## config.mk

```make
export PLATFORM = sky130hd
export DESIGN_NAME = boot_strap_config_decoder
export DESIGN_NICKNAME = d
export VERILOG_FILES = /design/src/common/boot_cfg_pkg.sv /design/src/common/strap_cfg_if.sv /design/src/boot_strap_config_decoder.sv /design/src/strap_policy_decode.sv /design/src/slave_addr_match.sv
export VERILOG_INCLUDE_DIRS = /design/src /design/src/common
export SDC_FILE = /design/constraint.sdc
export NUM_CORES = 1
export LEC_CHECK = 0
export ABC_AREA = 1
export BUFFER_PORTS_ARGS = -buffer_cell sky130_fd_sc_hd__buf_2
export CORE_AREA = 2 2 91 93
export CTS_CLUSTER_SIZE = 16
export DETAILED_ROUTE_END_ITERATION = 12
export DIE_AREA = 0 0 93 95
export GPL_ROUTABILITY_DRIVEN = 0
export GPL_TIMING_DRIVEN = 0
export PLACE_DENSITY = 0.75
export SLEW_MARGIN = 10
export SYNTH_ARGS = -nofsm -noshare
export SYNTH_HDL_FRONTEND = slang
export SYNTH_SLANG_ARGS = --single-unit
export TNS_END_PERCENT = 30
```

## constraint.sdc

```tcl
create_clock -name sys_clk -period 2.1 [get_ports sys_clk]
set_input_delay 0.63 -clock sys_clk [delete_from_list [all_inputs] [get_ports sys_clk]]
set_output_delay 0.63 -clock sys_clk [all_outputs]
set_load 0.01 [all_outputs]
```

## src/common/boot_cfg_defs.svh

```systemverilog
// Named constants for the boot strap configuration decoder
`ifndef BOOT_CFG_DEFS_SVH
`define BOOT_CFG_DEFS_SVH

`define EEPROM_ADDR 7'h50
`define I2C_READ 1'h1
`define SLAVE_ADDR_HI 4'h4
`define IDX_1 2'h0
`define IDX_2 2'h1
`define IDX_3 2'h2
`define IDX_4 2'h3
`define CUR_1A5 2'h1
`define CUR_3A0 2'h2
`define SRC_ONLY_BIT 0
`define MAX_CONTRACT_MV 16'h4E20
`define SUB_STATUS 8'h03
`define SUB_CFG_LOAD 8'h10
`define SUB_CONFIG 8'h11
`define CFG_BYTES 2
`define LAST_BYTE 2'h1
`define LAST_BIT 3'h7
`define PH_SETUP 2'h0
`define PH_RISE 2'h1
`define PH_HIGH 2'h2
`define PH_FALL 2'h3
`define CLK_MHZ 10
`define SCL_QUARTER_NS 2500
`define SCL_QUARTER_CYC ((`SCL_QUARTER_NS * `CLK_MHZ + 999) / 1000)
`define QCNT_W 5

`endif

```

## src/common/boot_cfg_pkg.sv

```systemverilog
// Types shared by the boot strap configuration decoder
package boot_cfg_pkg;
    typedef enum logic [2:0] {
        SINK_ALWAYS_POLICY,
        SINK_MIN_3A_POLICY,
        SINK_MIN_1A5_POLICY,
        HIGH_VOLTAGE_NEGOTIATE_POLICY,
        SINK_OFF_POLICY
    } policy_t;
    typedef logic [1:0] addr_index_t;
    typedef logic [1:0] src_current_t;
    typedef enum logic [3:0] {
        ST_SAMPLE,
        ST_START,
        ST_ADDR,
        ST_ADDR_ACK,
        ST_READ,
        ST_MASTER_ACK,
        ST_STOP,
        ST_WAIT_HOST,
        ST_RUN
    } boot_state_t;
endpackage

```

## src/common/strap_cfg_if.sv

```systemverilog
// Carrier between the strap latch and the strap decoder
`timescale 1ns/100ps
`default_nettype none
interface strap_cfg_if;
    import boot_cfg_pkg::*;
    logic [5:0] strapCode;
    policy_t policy;
    addr_index_t index;
    modport decoder (input strapCode, output policy, output index);
    modport user (output strapCode, input policy, input index);
endinterface // strap_cfg_if
`default_nettype wire

```

## src/boot_strap_config_decoder.sv

```systemverilog
// Boot-time strap decode, EEPROM fetch and host configuration load
//
// Summary of operation
// - Sample both straps first; derive address index and policy before loading.
// - After sampling, try to fetch configuration over the master port.
// - Configuration EEPROM sits at 7-bit address 0x50.
// - Without EEPROM acknowledge, wait for the host to load configuration.
// - Always-sink pairs pick indices 1-4; sink always on, PD off until loaded.
// - Min 3.0 A pairs pick indices 1-4; sink needs 3.0 A.
// - Min 1.5 A pairs pick indices 1-4; sink needs 1.5 A.
// - High-voltage pairs pick indices 1-4; sink on during implicit contract.
// - High-voltage policy enters application mode, enables PD, caps at 20 V.
// - Sink-off pairs pick indices 1-4; sink off, PD off until loaded.
// - Under sink-off policy, loaded configuration may make the device source-only.
// - Each Type-C port answers on its own host slave address.
// - Sub-address carries host commands and their responses.
// - Only port A address answers during boot; port B after.
// - Index sets address bits 1:0; bit 2 marks port B.
`timescale 1ns/100ps
`default_nettype none
`include "boot_cfg_defs.svh"
module boot_strap_config_decoder (
    // Clock and reset
    input wire logic sys_clk,
    input wire logic reset,
    // Strap inputs, decoded levels
    input wire logic [2:0] strapInputA,
    input wire logic [2:0] strapInputB,
    // Config master port, open drain
    input wire logic masterSclIn,
    output logic masterSclOut,
    output logic masterSclOe,
    input wire logic masterSdaIn,
    output logic masterSdaOut,
    output logic masterSdaOe,
    // Host slave port, byte level
    input wire logic hostStrobe,
    input wire logic hostWrite,
    input wire logic [6:0] hostAddr,
    input wire logic [7:0] hostSubAddr,
    input wire logic [7:0] hostWrData,
    output logic hostAck,
    output logic hostPort,
    output logic [7:0] hostRdData,
    // Attached source
    input wire logic sourceAttached,
    input wire boot_cfg_pkg::src_current_t sourceCurrent,
    // Power path and status
    output boot_cfg_pkg::policy_t sinkPolicy,
    output boot_cfg_pkg::addr_index_t addrIndex,
    output logic sinkEnable,
    output logic pdEnable,
    output logic applicationMode,
    output logic [15:0] contractLimitMv,
    output logic sourceOnly,
    output logic bootDone,
    output logic configLoaded,
    output logic eepromMissing
);
    import boot_cfg_pkg::*;

    boot_state_t state;
    boot_state_t next_state;
    logic [5:0] strapCode;
    logic strapValid;
    logic [1:0] phase;
    logic [1:0] next_phase;
    logic [2:0] bitCnt;
    logic [2:0] next_bitCnt;
    logic [1:0] byteCnt;
    logic [1:0] next_byteCnt;
    logic [7:0] shift;
    logic [7:0] next_shift;
    logic [15:0] cfgData;
    logic [15:0] next_cfg;
    logic next_sclOe;
    logic next_sdaOe;
    logic next_missing;
    logic next_loaded;
    logic [`QCNT_W-1:0] qCnt;

    strap_cfg_if strapIf ();

    assign strapIf.strapCode = strapCode;

    strap_policy_decode u_decode (
        .cfg(strapIf.decoder)
    );

    // Quarter-period timebase for the master port
    wire logic qTick;
    wire logic stretched;
    wire logic busState;
    wire logic busStep;
    wire logic setupEnd;
    wire logic riseEnd;
    wire logic highEnd;
    wire logic fallEnd;
    wire logic slotState;
    wire logic lastByte;
    wire logic txBit;

    assign qTick = qCnt == `QCNT_W'(`SCL_QUARTER_CYC - 1);
    // Slave may hold SCL low; high phase waits for it
    assign stretched = (phase == `PH_HIGH) & ~masterSclIn;
    assign busState = (state != ST_SAMPLE) & (state != ST_WAIT_HOST) & (state != ST_RUN);
    assign busStep = qTick & ~stretched & busState;
    assign setupEnd = busStep & (phase == `PH_SETUP);
    assign riseEnd = busStep & (phase == `PH_RISE);
    assign highEnd = busStep & (phase == `PH_HIGH);
    assign fallEnd = busStep & (phase == `PH_FALL);
    assign slotState = (state == ST_ADDR) | (state == ST_ADDR_ACK) |
                       (state == ST_READ) | (state == ST_MASTER_ACK);
    assign lastByte = byteCnt == `LAST_BYTE;
    // Address bits, then released SDA; NACK ends the last byte
    assign txBit = (state == ST_ADDR) ? shift[7] :
                   (state == ST_MASTER_ACK) ? lastByte : 1'b1;

    // Host port address decode
    wire logic hitA;
    wire logic hitB;
    wire logic hostHit;
    wire logic cfgWrite;
    wire logic [7:0] statusByte;
    wire logic [7:0] readMux;

    slave_addr_match #(.PORT_B(1'b0)) u_match_a (
        .addr(hostAddr),
        .index(addrIndex),
        .enable(1'b1),
        .hit(hitA)
    );

    slave_addr_match #(.PORT_B(1'b1)) u_match_b (
        .addr(hostAddr),
        .index(addrIndex),
        .enable(bootDone),
        .hit(hitB)
    );

    assign hostHit = hostStrobe & (hitA | hitB);
    // Boot loads go through port A only
    assign cfgWrite = hostStrobe & hostWrite & hitA & (hostSubAddr == `SUB_CFG_LOAD) &
                      (state == ST_WAIT_HOST);
    assign statusByte = {bootDone, configLoaded, eepromMissing, sinkPolicy, addrIndex};
    assign readMux = (hostSubAddr == `SUB_STATUS) ? statusByte :
                     (hostSubAddr == `SUB_CONFIG) ? cfgData[7:0] : 8'h00;

    // Dead-battery sink decisions
    wire logic hvPolicy;
    wire logic policyAllows;
    wire logic sinkAllowed;
    wire logic appActive;

    assign hvPolicy = sinkPolicy == HIGH_VOLTAGE_NEGOTIATE_POLICY;
    assign policyAllows = (sinkPolicy == SINK_ALWAYS_POLICY) |
        ((sinkPolicy == SINK_MIN_3A_POLICY) & (sourceCurrent >= `CUR_3A0)) |
        ((sinkPolicy == SINK_MIN_1A5_POLICY) & (sourceCurrent >= `CUR_1A5)) |
        hvPolicy;
    // Sink-off never enables; loaded source-only role blocks sinking
    assign sinkAllowed = sourceAttached & policyAllows & ~sourceOnly;
    assign appActive = configLoaded | (hvPolicy & strapValid);

    // Boot sequencer and master bit engine
    always_comb begin
        next_state = state;
        next_phase = phase;
        next_bitCnt = bitCnt;
        next_byteCnt = byteCnt;
        next_shift = shift;
        next_cfg = cfgData;
        next_sclOe = masterSclOe;
        next_sdaOe = masterSdaOe;
        next_missing = eepromMissing;
        next_loaded = configLoaded;
        if (busStep) begin
            next_phase = phase + 2'h1;
        end
        if (slotState & setupEnd) begin
            next_sdaOe = ~txBit;
        end
        if (slotState & riseEnd) begin
            next_sclOe = 1'b0;
        end
        if (slotState & fallEnd) begin
            next_sclOe = 1'b1;
        end
        case (state)
            ST_SAMPLE: begin
                next_phase = `PH_SETUP;
                next_state = ST_START;
            end
            ST_START: begin
                if (highEnd) begin
                    next_sdaOe = 1'b1;
                end
                if (fallEnd) begin
                    next_sclOe = 1'b1;
                    next_shift = {`EEPROM_ADDR, `I2C_READ};
                    next_bitCnt = 3'h0;
                    next_state = ST_ADDR;
                end
            end
            ST_ADDR: begin
                if (fallEnd && bitCnt == `LAST_BIT) begin
                    next_state = ST_ADDR_ACK;
                end else if (fallEnd) begin
                    next_bitCnt = bitCnt + 3'h1;
                    next_shift = {shift[6:0], 1'b0};
                end
            end
            ST_ADDR_ACK: begin
                if (highEnd) begin
                    next_shift = {shift[6:0], masterSdaIn};
                end
                if (fallEnd && shift[0]) begin
                    next_missing = 1'b1;
                    next_state = ST_STOP;
                end else if (fallEnd) begin
                    next_bitCnt = 3'h0;
                    next_byteCnt = 2'h0;
                    next_state = ST_READ;
                end
            end
            ST_READ: begin
                if (highEnd) begin
                    next_shift = {shift[6:0], masterSdaIn};
                end
                if (fallEnd && bitCnt == `LAST_BIT) begin
                    next_state = ST_MASTER_ACK;
                end else if (fallEnd) begin
                    next_bitCnt = bitCnt + 3'h1;
                end
            end
            ST_MASTER_ACK: begin
                if (fallEnd) begin
                    next_cfg = {cfgData[7:0], shift};
                    next_byteCnt = byteCnt + 2'h1;
                    next_bitCnt = 3'h0;
                    next_state = lastByte ? ST_STOP : ST_READ;
                end
            end
            ST_STOP: begin
                if (setupEnd) begin
                    next_sdaOe = 1'b1;
                end
                if (riseEnd) begin
                    next_sclOe = 1'b0;
                end
                if (fallEnd) begin
                    next_sdaOe = 1'b0;
                    next_loaded = ~eepromMissing;
                    next_byteCnt = 2'h0;
                    next_state = eepromMissing ? ST_WAIT_HOST : ST_RUN;
                end
            end
            ST_WAIT_HOST: begin
                if (cfgWrite) begin
                    next_cfg = {cfgData[7:0], hostWrData};
                    next_byteCnt = byteCnt + 2'h1;
                end
                if (cfgWrite && lastByte) begin
                    next_loaded = 1'b1;
                    next_state = ST_RUN;
                end
            end
            ST_RUN: begin
                next_state = ST_RUN;
            end
            default: begin
                next_state = ST_SAMPLE;
            end
        endcase
    end

    always_ff @(posedge sys_clk or posedge reset) begin
        if (reset) begin
            qCnt <= '0;
        end else if (qTick) begin
            qCnt <= '0;
        end else begin
            qCnt <= qCnt + `QCNT_W'(1);
        end
    end

    // Straps are caught once, on the first edge after reset release
    always_ff @(posedge sys_clk or posedge reset) begin
        if (reset) begin
            strapCode <= 6'h00;
            strapValid <= 1'b0;
        end else if (state == ST_SAMPLE) begin
            strapCode <= {strapInputA, strapInputB};
            strapValid <= 1'b1;
        end
    end

    always_ff @(posedge sys_clk or posedge reset) begin
        if (reset) begin
            state <= ST_SAMPLE;
            phase <= `PH_SETUP;
            bitCnt <= 3'h0;
            byteCnt <= 2'h0;
            shift <= 8'h00;
            cfgData <= 16'h0000;
        end else begin
            state <= next_state;
            phase <= next_phase;
            bitCnt <= next_bitCnt;
            byteCnt <= next_byteCnt;
            shift <= next_shift;
            cfgData <= next_cfg;
        end
    end

    always_ff @(posedge sys_clk or posedge reset) begin
        if (reset) begin
            masterSclOe <= 1'b0;
            masterSdaOe <= 1'b0;
            masterSclOut <= 1'b0;
            masterSdaOut <= 1'b0;
            eepromMissing <= 1'b0;
            configLoaded <= 1'b0;
        end else begin
            masterSclOe <= next_sclOe;
            masterSdaOe <= next_sdaOe;
            masterSclOut <= 1'b0;
            masterSdaOut <= 1'b0;
            eepromMissing <= next_missing;
            configLoaded <= next_loaded;
        end
    end

    // Policy outputs follow the latched straps
    always_ff @(posedge sys_clk or posedge reset) begin
        if (reset) begin
            sinkPolicy <= SINK_OFF_POLICY;
            addrIndex <= `IDX_1;
            sinkEnable <= 1'b0;
            pdEnable <= 1'b0;
            applicationMode <= 1'b0;
            contractLimitMv <= 16'h0000;
            sourceOnly <= 1'b0;
            bootDone <= 1'b0;
        end else begin
            sinkPolicy <= strapIf.policy;
            addrIndex <= strapIf.index;
            sinkEnable <= sinkAllowed;
            pdEnable <= appActive;
            applicationMode <= appActive;
            contractLimitMv <= appActive ? `MAX_CONTRACT_MV : 16'h0000;
            sourceOnly <= configLoaded & cfgData[`SRC_ONLY_BIT];
            bootDone <= state == ST_RUN;
        end
    end

    // Host answers one cycle after the strobe
    always_ff @(posedge sys_clk or posedge reset) begin
        if (reset) begin
            hostAck <= 1'b0;
            hostPort <= 1'b0;
            hostRdData <= 8'h00;
        end else begin
            hostAck <= hostHit;
            if (hostHit) begin
                hostPort <= hitB;
            end
            if (hostHit && !hostWrite) begin
                hostRdData <= readMux;
            end
        end
    end
endmodule // boot_strap_config_decoder
`default_nettype wire

```

## src/strap_policy_decode.sv

```systemverilog
// Strap pair to address index and dead-battery policy decoder
`timescale 1ns/100ps
`default_nettype none
`include "boot_cfg_defs.svh"
module strap_policy_decode (
    // Strap code in, policy and index out
    strap_cfg_if.decoder cfg
);
    import boot_cfg_pkg::*;

    always_comb begin
        case (cfg.strapCode)
            6'h3D, 6'h2D, 6'h10, 6'h0F: cfg.policy = SINK_ALWAYS_POLICY;
            6'h3C, 6'h24, 6'h18, 6'h17: cfg.policy = SINK_MIN_3A_POLICY;
            6'h3E, 6'h36, 6'h35, 6'h37: cfg.policy = SINK_MIN_1A5_POLICY;
            6'h3B, 6'h1B, 6'h20, 6'h1F: cfg.policy = HIGH_VOLTAGE_NEGOTIATE_POLICY;
            default: cfg.policy = SINK_OFF_POLICY;
        endcase
    end

    always_comb begin
        case (cfg.strapCode)
            6'h2D, 6'h24, 6'h36, 6'h1B, 6'h00: cfg.index = `IDX_2;
            6'h10, 6'h18, 6'h35, 6'h20, 6'h30: cfg.index = `IDX_3;
            6'h0F, 6'h17, 6'h37, 6'h1F, 6'h2F: cfg.index = `IDX_4;
            // Unlisted pairs fall back to index 1
            default: cfg.index = `IDX_1;
        endcase
    end
endmodule // strap_policy_decode
`default_nettype wire

```

## src/slave_addr_match.sv

```systemverilog
// Host slave address comparator for one Type-C port
`timescale 1ns/100ps
`default_nettype none
`include "boot_cfg_defs.svh"
module slave_addr_match #(
    parameter logic PORT_B = 1'b0
) (
    // Request address and strap index
    input wire logic [6:0] addr,
    input wire logic [1:0] index,
    input wire logic enable,
    // Match result
    output wire logic hit
);
    wire logic [6:0] expected;

    // Index in bits 1:0, port in bit 2
    assign expected = {`SLAVE_ADDR_HI, PORT_B, index};
    assign hit = enable & (addr == expected);
endmodule // slave_addr_match
`default_nettype wire

```

# After elaboration in Yosys (flattened, before gate mapping)
# Memories as Yosys holds them, arrays and structs flattened. A register that Yosys moved wholly into a read port is not among the register bits.
# Cells that the tools add are included.
[classes]
n_addsub = 4
order_cmp = 2
n_eq_ne = 38
n_mux = 50
bitwise_logic = 37
n_reduce_logical = 25
[op_table]
columns = ["operator", "count"]
rows = [
  ["$mux W8", 8],
  ["$mux W4", 9],
  ["$pmux W4 S9", 1],
  ["$and A1 B1 Y1", 24],
  ["$pmux W8 S3", 1],
  ["$eq A4 B3 Y1 const B", 4],
  ["$eq A8 B5 Y1 const B", 2],
  ["$ne A2 B2 Y1 const B", 8],
  ["$pmux W8 S2", 1],
  ["$mux W15", 1],
  ["$eq A7 B6 Y1", 2],
  ["$mux W2", 7],
  ["$mux W1", 12],
  ["$mux W3", 4],
  ["$ne A2 B1 Y1 const B", 5],
  ["$pmux W3 S3", 1],
  ["$eq A4 B2 Y1 const B", 2],
  ["$eq A8 B2 Y1 const B", 1],
  ["$or A1 B1 Y1", 8],
  ["$pmux W2 S4", 1],
  ["$reduce_and A4 Y1", 2],
  ["$reduce_bool A4 Y1", 2],
  ["$reduce_and A7 Y1", 1],
  ["$eq A3 B2 Y1 const B", 2],
  ["other kinds (29)", 47],
]
[word_totals]
ff_bits = 72
romBits = 320
in_bits = 38
output_inout_bits = 42
mem_count = 2
[mem_list]
columns = ["name", "depth", "word_bits", "read_ports", "rd_clocked_by_memory_dff", "write_ports", "line", "source"]
rows = [
  ["(no name shown)", 64, 3, 1, 1, 0, "strap_policy_decode.sv:12", "case (cfg.strapCode)"],
  ["(no name shown)", 64, 2, 1, 1, 0, "strap_policy_decode.sv:22", "case (cfg.strapCode)"],
]

# Depth between registers and ports, before layout
# Gate-level depths: netlist (run 1).
[depth]
depth_word = 11
depth_mapped = 13

# Cells and area by module
# Synthesis (run 1) repeated with hierarchy kept, for this count alone.
[unflattened]
cells_unflattened = 532
area_unflattened_um2 = 3950.0
[by_module_without_submodules]
columns = ["module", "instances", "cells_per_inst", "area_each_um2", "seq_area_each_um2"]
rows = [
  ["boot_strap_config_decoder", 1, 422, 3409.5, 1552.7],
  ["strap_policy_decode", 1, 73, 394.1, 0.0],
  ["slave_addr_match (u_match_a)", 1, 19, 75.1, 0.0],
  ["slave_addr_match (u_match_b)", 1, 18, 71.3, 0.0],
]

# Worst setup path after synthesis (run 1)
# Ideal clock, no wire load.
[synth_timing]
kind = "input port to flip-flop"
startpoint = "in hostAddr[4]"
endpoint = "reg hostRdData[4]"
setup_time_ns = 0.131
t_arrival_ns = 1.617
slack_ns = 0.352
path_stages = 11
n_path_buf = 1
path_cell_list = "inv_1 nand2_1 nor2_1 nand2_1 nor2_1 inv_1 nand2_1 nand3b_1 clkbuf_1 nand2_1 o21ai_0"
[synth_via]
elab_chain_len = 5
elab_cells_between_ends = 6
cone_classes = "eq/ne: 2; bitwise: 3; reduce/logical: 1"
[synth_lines]
columns = ["element", "line", "source"]
rows = [
  ["start, declared", "boot_strap_config_decoder.sv:39", "input wire logic [6:0] hostAddr,"],
  ["$eq A7 B6 Y1", "slave_addr_match.sv:19", "assign hit = enable & (addr == expected);"],
  ["$and A1 B1 Y1", "slave_addr_match.sv:19", ""],
  ["$or A1 B1 Y1 (*)", "boot_strap_config_decoder.sv:141", "assign hostHit = hostStrobe & (hitA | hitB);"],
  ["$and A1 B1 Y1 (*)", "boot_strap_config_decoder.sv:141", ""],
  ["$logic_and A1 B1 Y1 (*)", "boot_strap_config_decoder.sv:367", "if (hostHit && !hostWrite) begin"],
  ["end signal, assigned", "boot_strap_config_decoder.sv:368", "hostRdData <= readMux;"],
  ["end, declared", "boot_strap_config_decoder.sv:44", "output logic [7:0] hostRdData,"],
]
# Every way passes the cells marked *; elsewhere a longest branch is shown, timed or not.
# A chain may end at the register's enable or synchronous reset.

# Worst setup path in the final report (run 1)
[layout_timing]
startpoint = "reg qCnt[0]"
endpoint = "reg shift[5]"
[layout_via]
elab_chain_len = 7
elab_cells_between_ends = 11
cone_classes = "eq/ne: 5; bitwise: 4; reduce/logical: 2"
[layout_lines]
columns = ["element", "line", "source"]
rows = [
  ["start, declared", "boot_strap_config_decoder.sv:80", "logic [`QCNT_W-1:0] qCnt;"],
  ["start signal, assigned", "boot_strap_config_decoder.sv:282", "qCnt <= qCnt + `QCNT_W'(1);"],
  ["$eq A5 B5 Y1 (*)", "boot_strap_config_decoder.sv:103", "assign qTick = qCnt == `QCNT_W'(`SCL_QUARTER_CYC - 1);"],
  ["$and A1 B1 Y1 (*) (2 in a row)", "boot_strap_config_decoder.sv:107", "assign busStep = qTick & ~stretched & busState;"],
  ["$and A1 B1 Y1", "boot_strap_config_decoder.sv:111", "assign fallEnd = busStep & (phase == `PH_FALL);"],
  ["$logic_and A1 B1 Y1 (no line)", "-", ""],
  ["$ne A2 B2 Y1 (no line)", "-", ""],
  ["$reduce_and A5 Y1 (no line) (*)", "-", ""],
  ["end signal, assigned", "boot_strap_config_decoder.sv:310", "shift <= next_shift;"],
  ["end, declared", "boot_strap_config_decoder.sv:72", "logic [7:0] shift;"],
]
# Marked as above.

==> results of run 1 <==
[flip-flops by register name, indices dropped and copies added, names as in the netlist, 3 cells and up]
signal and cells:
strapCode 6, bitCnt 3, qCnt 5, hostRdData 8
shift 8, sinkPolicy 3, cfgData 8, state 4
[area by class of cell]
cell class / instances / area [um2]
inverter: 72 / 274
fill: 722 / 3360
multi-input combinational: 354 / 1840
buffer: 25 / 189
clock buffer: 12 / 145
clock inverter: 4 / 47.5
tap: 105 / 131
sequential: 62 / 1550
timing repair buffer: 72 / 388
[metrics by stage]
| step | utilization [%] | hold slack [ns] |
|---|---|---|
| after CTS | 57.1 | 0.340 |
| after global routing | 57.6 | 0.370 |
| final | 57.6 | 0.328 |
| after detailed placement | 54.7 | 0.425 |
| after floorplan | - | 0.420 |
| after global placement | 54.5 | 0.422 |
[critical path, cell delays in order, from the launching register on]
cell	delay, ns
dfrtp_1	0.41
inv_1	0.07
ha_1	0.14
nand4_1	0.23
nor2_8	0.20
nand2_2	0.08
inv_2	0.11
nand2_2	0.08
o21ai_4	0.25
buf_4	0.17
nand3_1	0.07
nand2_1	0.09
[cells by family after synthesis]
group	synth area share [%]
compound gates	12.0
buf+inv	12.1
xor+xnor	0.921
flops	40.8
other cells	0.0985
fa+ha+maj	4.93
simple gates	29.2
[power breakdown]
part	internal [mW]	switching (mW)
clock network	0.577	0.467
registers	1.21	0.0149
logic	0.0769	0.104
total	1.86	0.586
[synthesized netlist by cell type, types with 2 or more instances]
library cell  number
inv_1             66
clkbuf_1           4
nand2_1          144
nor2_4             2
nand3b_1           5
nand2_2            8
dfrtp_1           61
nor3_1             2
or2_2              3
o211ai_1           3
xnor2_1            2
nor2_2             4
o21bai_1           2
a21oi_1           14
buf_4             19
o22ai_1            5
o21ai_0           35
inv_2              5
ha_1              15
nand2_4            3
o21ai_2            9
nand3_1           25
xor2_1             2
nand4_1            7
nor2_1            41
[worst max-delay path by stage]
stage	from	depth (start not counted)	endpoint
after floorplan	hostAddr[4]	11	hostRdData[4]
after global placement	hostAddr[4]	12	hostRdData[4]
after detailed placement	hostAddr[4]	11	hostRdData[0]
after CTS	qCnt[0]	11	shift[5]
after global routing	addrIndex[1]	10	hostRdData[0]
final	qCnt[0]	11	shift[5]
[metal layers]
layer / vias up / part of all wire (%)
met1: 1542 / 44
met2: 110 / 47
met3: 18 / 6.8
li1: 1745 / -
met5: - / 0
met4: 0 / 2.6
==> impl_metrics.csv, run 1 <==
group,metric,value,unit
routing,antenna_left,0,
clock_network,htreeDepth,3,
grt,met3_usage,3.99,%
clock_network,clockBufferDepth,2,
timing,setup-tns-final,0,ns
layout,final_layout_size_suffix_gt1_share,24.6,%
critical_path,cp-start-kind,"flop",
timing,hold_viol,0,
floorplanning,dieWidth,93,um
placement,dp_slack,-0.0699,ns
routing,drt_drc_violations_left,0,
layout,final_cell_area,0.00457,mm2
clock_network,cts_hold_buf,0,
timing,fin_worst_skew,0.00920,ns
synthesis,synth_cell_type_count,40,
floorplanning,fp.dieH,95,um
layout,stdcell_count,706,
critical_path,rr_startpoint,"qCnt[0]",
critical_path,worst-r2r-cell-count,11,
synthesis,synth.top_cell.area_share,40.1,%
grt,use_met1,24.2,%
timing,setup_viol_count_final,0,
placement,place_hpwl,6310,um
critical_path,r2r_slack,0.15,ns
grt,gr-total-overflow,0,
outcome,status,"completed",
placement,numPortBuffers,66,
floorplanning,num_rows,33,
timing,setup_ws,0.152,ns
layout,final_common_cell,"nand2_1",
critical_path,required,2.39,ns
routing,vias,3415,
clock_network,cts_tree,"built",
layout,fin_nets,649,
layout,mostFrequentLayoutCells,"144 x nand2_1, 66 x buf_2, 65 x inv_1, 61 x dfrtp_1, 41 x nor2_1",
synthesis,synth_area_leaders,"dfrtp_1 40%, nand2_1 14%, inv_1 6.5%, ha_1 4.9%, o21ai_0 4.6%",
placement,place_inst,685,
routing,initialDrtViolationCount,184,
synthesis,synth_seq_cells,62,
hold_path,min_path_type,"in2async",
grt,grt_max_degree,39,
timing,max_freq,513,MHz
synthesis,yosysSeqAreaShare,40.8,%
clock_network,post_cts.repair.setup_buffers,0,
critical_path,criticalPathCategory,"reg2reg",
synthesis,synth_top_cell_by_area,"dfrtp_1",
power_and_ir_drop,power_leakage,2.40,nW
routing,first_pass_iters,4,
floorplanning,pin_count,80,
timing,post-route-min-period,1.95,ns
synthesis,synthFlopType,"dfrtp_1",
layout,syn_to_final_growth,20.0,%
critical_path,end_kind,"flop",
run,maxCapViolCount,0,
critical_path,cp_data_arrival_time,2.23,ns
floorplanning,start_util,48.0,%
clock_network,cts_sinks,62,
clock_network,worstSkewPairLatency,0.35,ns
synthesis,async_reset_ff_share,100,%
clock_network,cts_made_buffers,9,
power_and_ir_drop,vdd_drop_max,0.293,mV
power_and_ir_drop,total_power,2.45,mW
grt,grt_pass1_vias,3062,
timing,worstMarginPinSlew,0.546,ns
clock_network,clk_pin_slew_worst_paths,0.07,ns
critical_path,rr_endpoint,"shift[5]",
routing,drt_wl_total,8140,um
synthesis,synth_edf_count,0,
synthesis,ys_warn_count,0,
routing,avgRoutedWirePerCell,11.5,um
grt,met2_usage,32.6,%
critical_path,critPathMaxFanout,6,
floorplanning,design.core.area,0.00793,mm2
timing,slew_headroom,63.5,%
grt,top_usage_layer,"met2",
grt,antenna_found_initial,0,
timing,rsz0062_at_grt,"false",
routing,vias_per_cell,4.84,
timing,drv_slew,0,
power_and_ir_drop,p_per_area,536,mW/mm2
timing,post-route-period-util,92.8,%
synthesis,syn_area_per_cell,7.60,um2
floorplanning,die_area,0.00884,mm2
synthesis,synth_area,0.00381,mm2
layout,diodes,0,
placement,place_area,0.00434,mm2
grt,grt_pass1_wl,13600,um
clock_network,cts_root_buf,"clkbuf_8",
clock_network,ctsResizeCount,0,
grt,grtUsageTotal,19.3,%
synthesis,synth_cells,501,
No activity file was read; power rests on OpenSTA's default activity.
==> inputs of run 2 (changes only) <==
--- a/config.mk
+++ b/config.mk
@@ -15,6 +15,7 @@
 export GPL_ROUTABILITY_DRIVEN = 0
 export GPL_TIMING_DRIVEN = 0
 export PLACE_DENSITY = 0.75
+export RECOVER_POWER = 25
 export SLEW_MARGIN = 10
 export SYNTH_ARGS = -nofsm -noshare
 export SYNTH_HDL_FRONTEND = slang
==> constraint.sdc (replaced) <==
create_clock -name sys_clk -period 2.1 [get_ports sys_clk]
set_input_delay 0.63 -clock sys_clk [delete_from_list [all_inputs] [get_ports sys_clk]]
set_output_delay 0.63 -clock sys_clk [all_outputs]
set_load 0.005 [all_outputs]
==> impl_metrics.csv, run 2 (synthesized netlist as in run 1, its figures left out) <==
group,metric,value,unit
critical_path,cp_data_arrival_time,2.23,ns
power_and_ir_drop,p_switching,578,uW
critical_path,r2r_slack,0.16,ns
layout,diodes,0,
grt,grt_pass1_vias,3062,
floorplanning,fp.dieH,95,um
routing,initialDrtViolationCount,201,
power_and_ir_drop,clkPwrFrac,42.9,%
grt,grtUsageTotal,19.3,%
layout,fin_nets,649,
power_and_ir_drop,p_seq_share,50.2,%
timing,hold_viol,0,
layout,stdcell_count,706,
critical_path,slowest_delay,0.41,ns
layout,final_layout_size_suffix_gt1_share,24.5,%
placement,place_hpwl,6310,um
clock_network,ctsResizeCount,0,
placement,place_inst,685,
critical_path,critPathMostFrequentCell,"nand2_2",
placement,numPortBuffers,66,
timing,slew_headroom,29.4,%
routing,antenna_left,0,
clock_network,clk_pin_slew_worst_paths,0.07,ns
power_and_ir_drop,p_int,1.86,mW
critical_path,cp_slowest_cell,"dfrtp_1",
timing,drv_slew,0,
floorplanning,start_util,48.0,%
grt,grt_max_degree,39,
routing,drt_drc_violations_left,0,
run,maxCapViolCount,0,
floorplanning,pin_count,80,
clock_network,cts_made_buffers,9,
power_and_ir_drop,vdd_drop_max,0.294,mV
grt,gr-total-overflow,0,
timing,post-route-period-util,92.6,%
clock_network,worstSkewPairLatency,0.35,ns
layout,reg_top3,"cfgData: 8 flops, hostRdData: 8 flops, shift: 8 flops",
outcome,status,"completed",
power_and_ir_drop,p_per_area,536,mW/mm2
clock_network,cts_root_buf,"clkbuf_8",
timing,worstMarginPinSlew,1.05,ns
critical_path,end_kind,"flop",
routing,first_pass_iters,4,
timing,post-route-min-period,1.94,ns
floorplanning,num_rows,33,
clock_network,post_cts.repair.setup_buffers,0,
layout,fill_cells,725,
power_and_ir_drop,power_leakage,2.39,nW
layout,mostFrequentLayoutCells,"144 x nand2_1, 66 x buf_2, 65 x inv_1, 61 x dfrtp_1, 42 x nor2_1",
timing,rsz0062_at_grt,"false",
routing,vias_per_cell,4.84,
routing,drt_wl_total,8150,um
floorplanning,die_area,0.00884,mm2
critical_path,criticalPathCategory,"reg2reg",
power_and_ir_drop,switching_share,23.7,%
routing,avgRoutedWirePerCell,11.5,um
timing,setup_ws,0.156,ns
layout,final_common_cell,"nand2_1",
critical_path,path_cells,"inv_1 -> ha_1 -> nand4_1 -> nor2_8 -> nand2_2 -> inv_2 -> nand2_2 -> o21ai_4 -> buf_4 -> nand3_1 -> nand2_1",
grt,grt_pass1_wl,13600,um
floorplanning,dieWidth,93,um
critical_path,required,2.39,ns
critical_path,cp-start-kind,"flop",
timing,setup_viol_count_final,0,
power_and_ir_drop,p_comb_share,6.9,%
clock_network,htreeDepth,3,
timing,max_freq,514,MHz
clock_network,cts_sinks,62,
layout,syn_to_final_growth,19.5,%
clock_network,cts_hold_buf,0,
routing,vias,3414,
placement,dp_slack,-0.0699,ns
timing,fin_worst_skew,0.00911,ns
clock_network,cts_tree,"built",
floorplanning,design.core.area,0.00793,mm2
clock_network,clockBufferDepth,2,
hold_path,min_path_type,"reg2reg",
critical_path,critPathMaxFanout,6,
grt,antenna_found_initial,0,
run 2: cell types whose count changed in the layout (fill, tap and decap cells not counted):
cell,delta
nor2_1,+1
clkinvlp_2,+1
buf_12,-1
nor2_2,-1
clkinvlp_4,-1
clkbuf_4,+1
run 2: final timing paths:
path	start	end	depth (start not counted)
max reg2reg	qCnt[0]	shift[5]	11
min in group asynchronous	reset	hostRdData[7]	2
min reg2reg	sourceOnly	sinkEnable	1
min	sourceOnly	sinkEnable	1
max in group asynchronous	reset	phase[1]	3
max	qCnt[0]	shift[5]	11
run 2: layout make-up:
| type | count | area, um2 | area share, % |
|---|---|---|---|
| Timing Repair Buffer | 72 | 375 | 8.25 |
| Inverter | 72 | 272 | 5.97 |
| Sequential cell | 62 | 1550 | 34.1 |
| Buffer | 25 | 189 | 4.15 |
| Tap cell | 105 | 131 | 2.89 |
| Clock inverter | 4 | 47.5 | 1.05 |
| Clock buffer | 12 | 145 | 3.19 |
| Multi-Input combinational cell | 354 | 1840 | 40.4 |
run 2: per-layer routing:
layer / wire length [um] / GRT usage, % / up-vias
li1: - / - / 1744
met1: 3620 / 24.2 / 1536
met2: 3770 / 32.6 / 116
met3: 544 / 3.99 / 18
met4: 213 / 8.21 / 0
met5: 0 / 0 / -
run 2: per-stage QoR:
step                TNS, ns  cell area, um2  util, %  hold WS, ns  total power [mW]
floorplan                 0            3850        -        0.420              1.35
global placement    -0.0682            4320     54.5        0.422              1.41
detailed placement   -0.258            4340     54.7        0.425              1.42
CTS                       0            4530     57.1        0.340              2.46
global route              0            4550     57.4        0.440              2.54
finish                    0            4550     57.4        0.436              2.44
run 2: critical path: cells and delay by family, from the launching register on:
| kind | cells | cell delay (ns) |
|---|---|---|
| compound gates | 1 | 0.25 |
| fa+ha+maj | 1 | 0.14 |
| buf+inv | 3 | 0.35 |
| flops | 1 | 0.41 |
| simple gates | 6 | 0.75 |
run 2: power by group through the flow:
stage / Sequential [mW] / Combinational, mW / Clock (mW)
floorplan: 1.24 / 0.102 / 0
global placement: 1.25 / 0.166 / 0
detailed placement: 1.25 / 0.173 / 0
CTS: 1.22 / 0.174 / 1.06
global route: 1.23 / 0.195 / 1.12
finish: 1.22 / 0.169 / 1.04
==> inputs of run 3 (changes only) <==
--- a/config.mk
+++ b/config.mk
@@ -9,7 +9,8 @@
 export ABC_AREA = 1
 export BUFFER_PORTS_ARGS = -buffer_cell sky130_fd_sc_hd__buf_2
 export CORE_AREA = 2 2 91 93
-export CTS_CLUSTER_SIZE = 16
+export CTS_BUF_LIST = sky130_fd_sc_hd__clkbuf_2
+export CTS_CLUSTER_SIZE = 12
 export DETAILED_ROUTE_END_ITERATION = 12
 export DIE_AREA = 0 0 93 95
 export GPL_ROUTABILITY_DRIVEN = 0
==> impl_metrics.csv, run 3 (synthesized netlist as in run 1, its figures left out) <==
group,metric,value,unit
floorplanning,pin_count,80,
layout,fin_nets,649,
placement,place_inst,685,
critical_path,criticalPathCategory,"reg2reg",
timing,max_freq,507,MHz
layout,mostFrequentLayoutCells,"144 x nand2_1, 66 x buf_2, 65 x inv_1, 61 x dfrtp_1, 41 x nor2_1",
floorplanning,design.core.area,0.00793,mm2
clock_network,clk_pin_slew_worst_paths,0.19,ns
routing,antenna_left,0,
routing,first_pass_iters,5,
grt,grt_pass1_vias,3066,
routing,initialDrtViolationCount,156,
power_and_ir_drop,total_power,2.12,mW
timing,slew_headroom,29.9,%
floorplanning,fp.dieH,95,um
clock_network,clockBufferDepth,2,
power_and_ir_drop,power_leakage,2.37,nW
critical_path,r2r_slack,0.13,ns
routing,vias_per_cell,4.85,
clock_network,cts_made_buffers,9,
routing,vias,3425,
layout,final_layout_size_suffix_gt1_share,25.0,%
critical_path,cp-start-kind,"flop",
grt,grtUsageTotal,19.5,%
power_and_ir_drop,p_per_area,473,mW/mm2
layout,syn_to_final_growth,17.5,%
layout,reg_top3,"cfgData: 8 flops, hostRdData: 8 flops, shift: 8 flops",
critical_path,path_cells,"inv_1 -> ha_1 -> nand4_1 -> nor2_8 -> nand2_2 -> inv_2 -> nand2_2 -> o21ai_4 -> buf_4 -> nand3_1 -> nand2_1",
routing,drt_wl_total,8170,um
hold_path,min_path_type,"in2async",
clock_network,cts_hold_buf,0,
floorplanning,num_rows,33,
critical_path,cp_data_arrival_time,2.43,ns
outcome,status,"completed",
clock_network,htreeDepth,3,
grt,grt_pass1_wl,13600,um
timing,post-route-min-period,1.97,ns
placement,numPortBuffers,66,
grt,gr-total-overflow,0,
layout,stdcell_count,706,
placement,place_hpwl,6310,um
clock_network,cts_sinks,62,
grt,antenna_found_initial,0,
critical_path,required,2.56,ns
timing,hold_viol,0,
critical_path,critPathMostFrequentCell,"nand2_2",
critical_path,end_kind,"flop",
critical_path,rr_endpoint,"shift[5]",
critical_path,rr_startpoint,"qCnt[0]",
critical_path,cp_slowest_cell,"dfrtp_1",
critical_path,critPathMaxFanout,6,
layout,final_cell_area,0.00447,mm2
critical_path,slowest_delay,0.44,ns
clock_network,worstSkewPairLatency,0.52,ns
routing,drt_drc_violations_left,0,
layout,fill_cells,728,
critical_path,worst-r2r-cell-count,11,
clock_network,cts_root_buf,"clkbuf_2",
timing,setup_viol_count_final,0,
clock_network,cts_tree,"built",
run,maxCapViolCount,0,
routing,avgRoutedWirePerCell,11.6,um
timing,worstMarginPinSlew,1.05,ns
grt,grt_max_degree,39,
timing,drv_slew,0,
placement,place_area,0.00434,mm2
power_and_ir_drop,vdd_drop_max,0.252,mV
layout,final_common_cell,"nand2_1",
floorplanning,dieWidth,93,um
layout,diodes,0,
floorplanning,start_util,48.0,%
timing,post-route-period-util,93.9,%
floorplanning,die_area,0.00884,mm2
timing,fin_worst_skew,0.0321,ns
-- run 3: cell types whose count changed in the layout (fill, tap and decap cells not counted) --
cell	delta
clkbuf_2	+13
clkbuf_8	-10
clkbuf_1	-3
clkbuf_4	-1
clkinv_1	+1
nor2_1	-1
nor2_2	+1
o21ai_2	-1
o21ai_4	+1
-- run 3: how the worst max path moves through the flow --
stage	startpoint	to	slack (ns)	cells past startpoint
floorplan	hostAddr[4]	hostRdData[4]	0.35	11
global placement	hostAddr[4]	hostRdData[4]	-0.03	12
detailed placement	hostAddr[4]	hostRdData[0]	-0.07	11
CTS	qCnt[0]	shift[5]	0.12	11
global route	phase[0]	shift[3]	-0.002	12
finish	qCnt[0]	shift[5]	0.13	11
-- run 3: metal layers --
metal  wire length, um  share of wire (%)  track usage [%]
met1              3560                 44             24.1
met2              3750                 46             32.4
met3               624                7.6             5.03
met4               231                2.8             8.09
met5                 0                  0                0
-- run 3: what timing repair did --
action / in CTS / in global routing
buffers inserted: 0 / 5
endpoints found under the setup margin: 0 / 12
gates resized for setup: 0 / 3
-- run 3: area by class of cell --
| cell class | count | area, um2 | share of cell area [%] |
|---|---|---|---|
| Clock inverter | 5 | 51.3 | 1.15 |
| Buffer | 25 | 190 | 4.25 |
| Clock buffer | 11 | 55.1 | 1.23 |
| Multi-Input combinational cell | 354 | 1850 | 41.3 |
| Tap cell | 105 | 131 | 2.94 |
| Sequential cell | 62 | 1550 | 34.7 |
| Timing Repair Buffer | 72 | 373 | 8.34 |
| Inverter | 72 | 272 | 6.07 |
-- run 3: power by group --
group	internal [mW]	switching [mW]	leakage [nW]
logic	0.0729	0.0956	1.56
registers	1.21	0.0148	0.734
clock network	0.277	0.446	0.0694
total	1.56	0.557	2.37
-- run 3: stage by stage --
| step | utilization, % | TNS, ns | setup slack (ns) | hold WS (ns) |
|---|---|---|---|---|
| global route | 56.4 | -0.00186 | -0.00153 | 0.267 |
| global placement | 54.5 | -0.0682 | -0.0345 | 0.422 |
| detailed placement | 54.7 | -0.258 | -0.0699 | 0.425 |
| finish | 56.4 | 0 | 0.128 | 0.259 |
| CTS | 56.0 | 0 | 0.115 | 0.128 |
| floorplan | - | 0 | 0.352 | 0.420 |
-- run 3: critical path, delay by kind of cell, from the launching register on --
| kind | cells | cell delay (ns) |
|---|---|---|
| and+or+nand+nor | 6 | 0.74 |
| DFF | 1 | 0.44 |
| buffers and inverters | 3 | 0.35 |
| AOI/OAI and AO/OA | 1 | 0.25 |
| adders and majority gates | 1 | 0.14 |
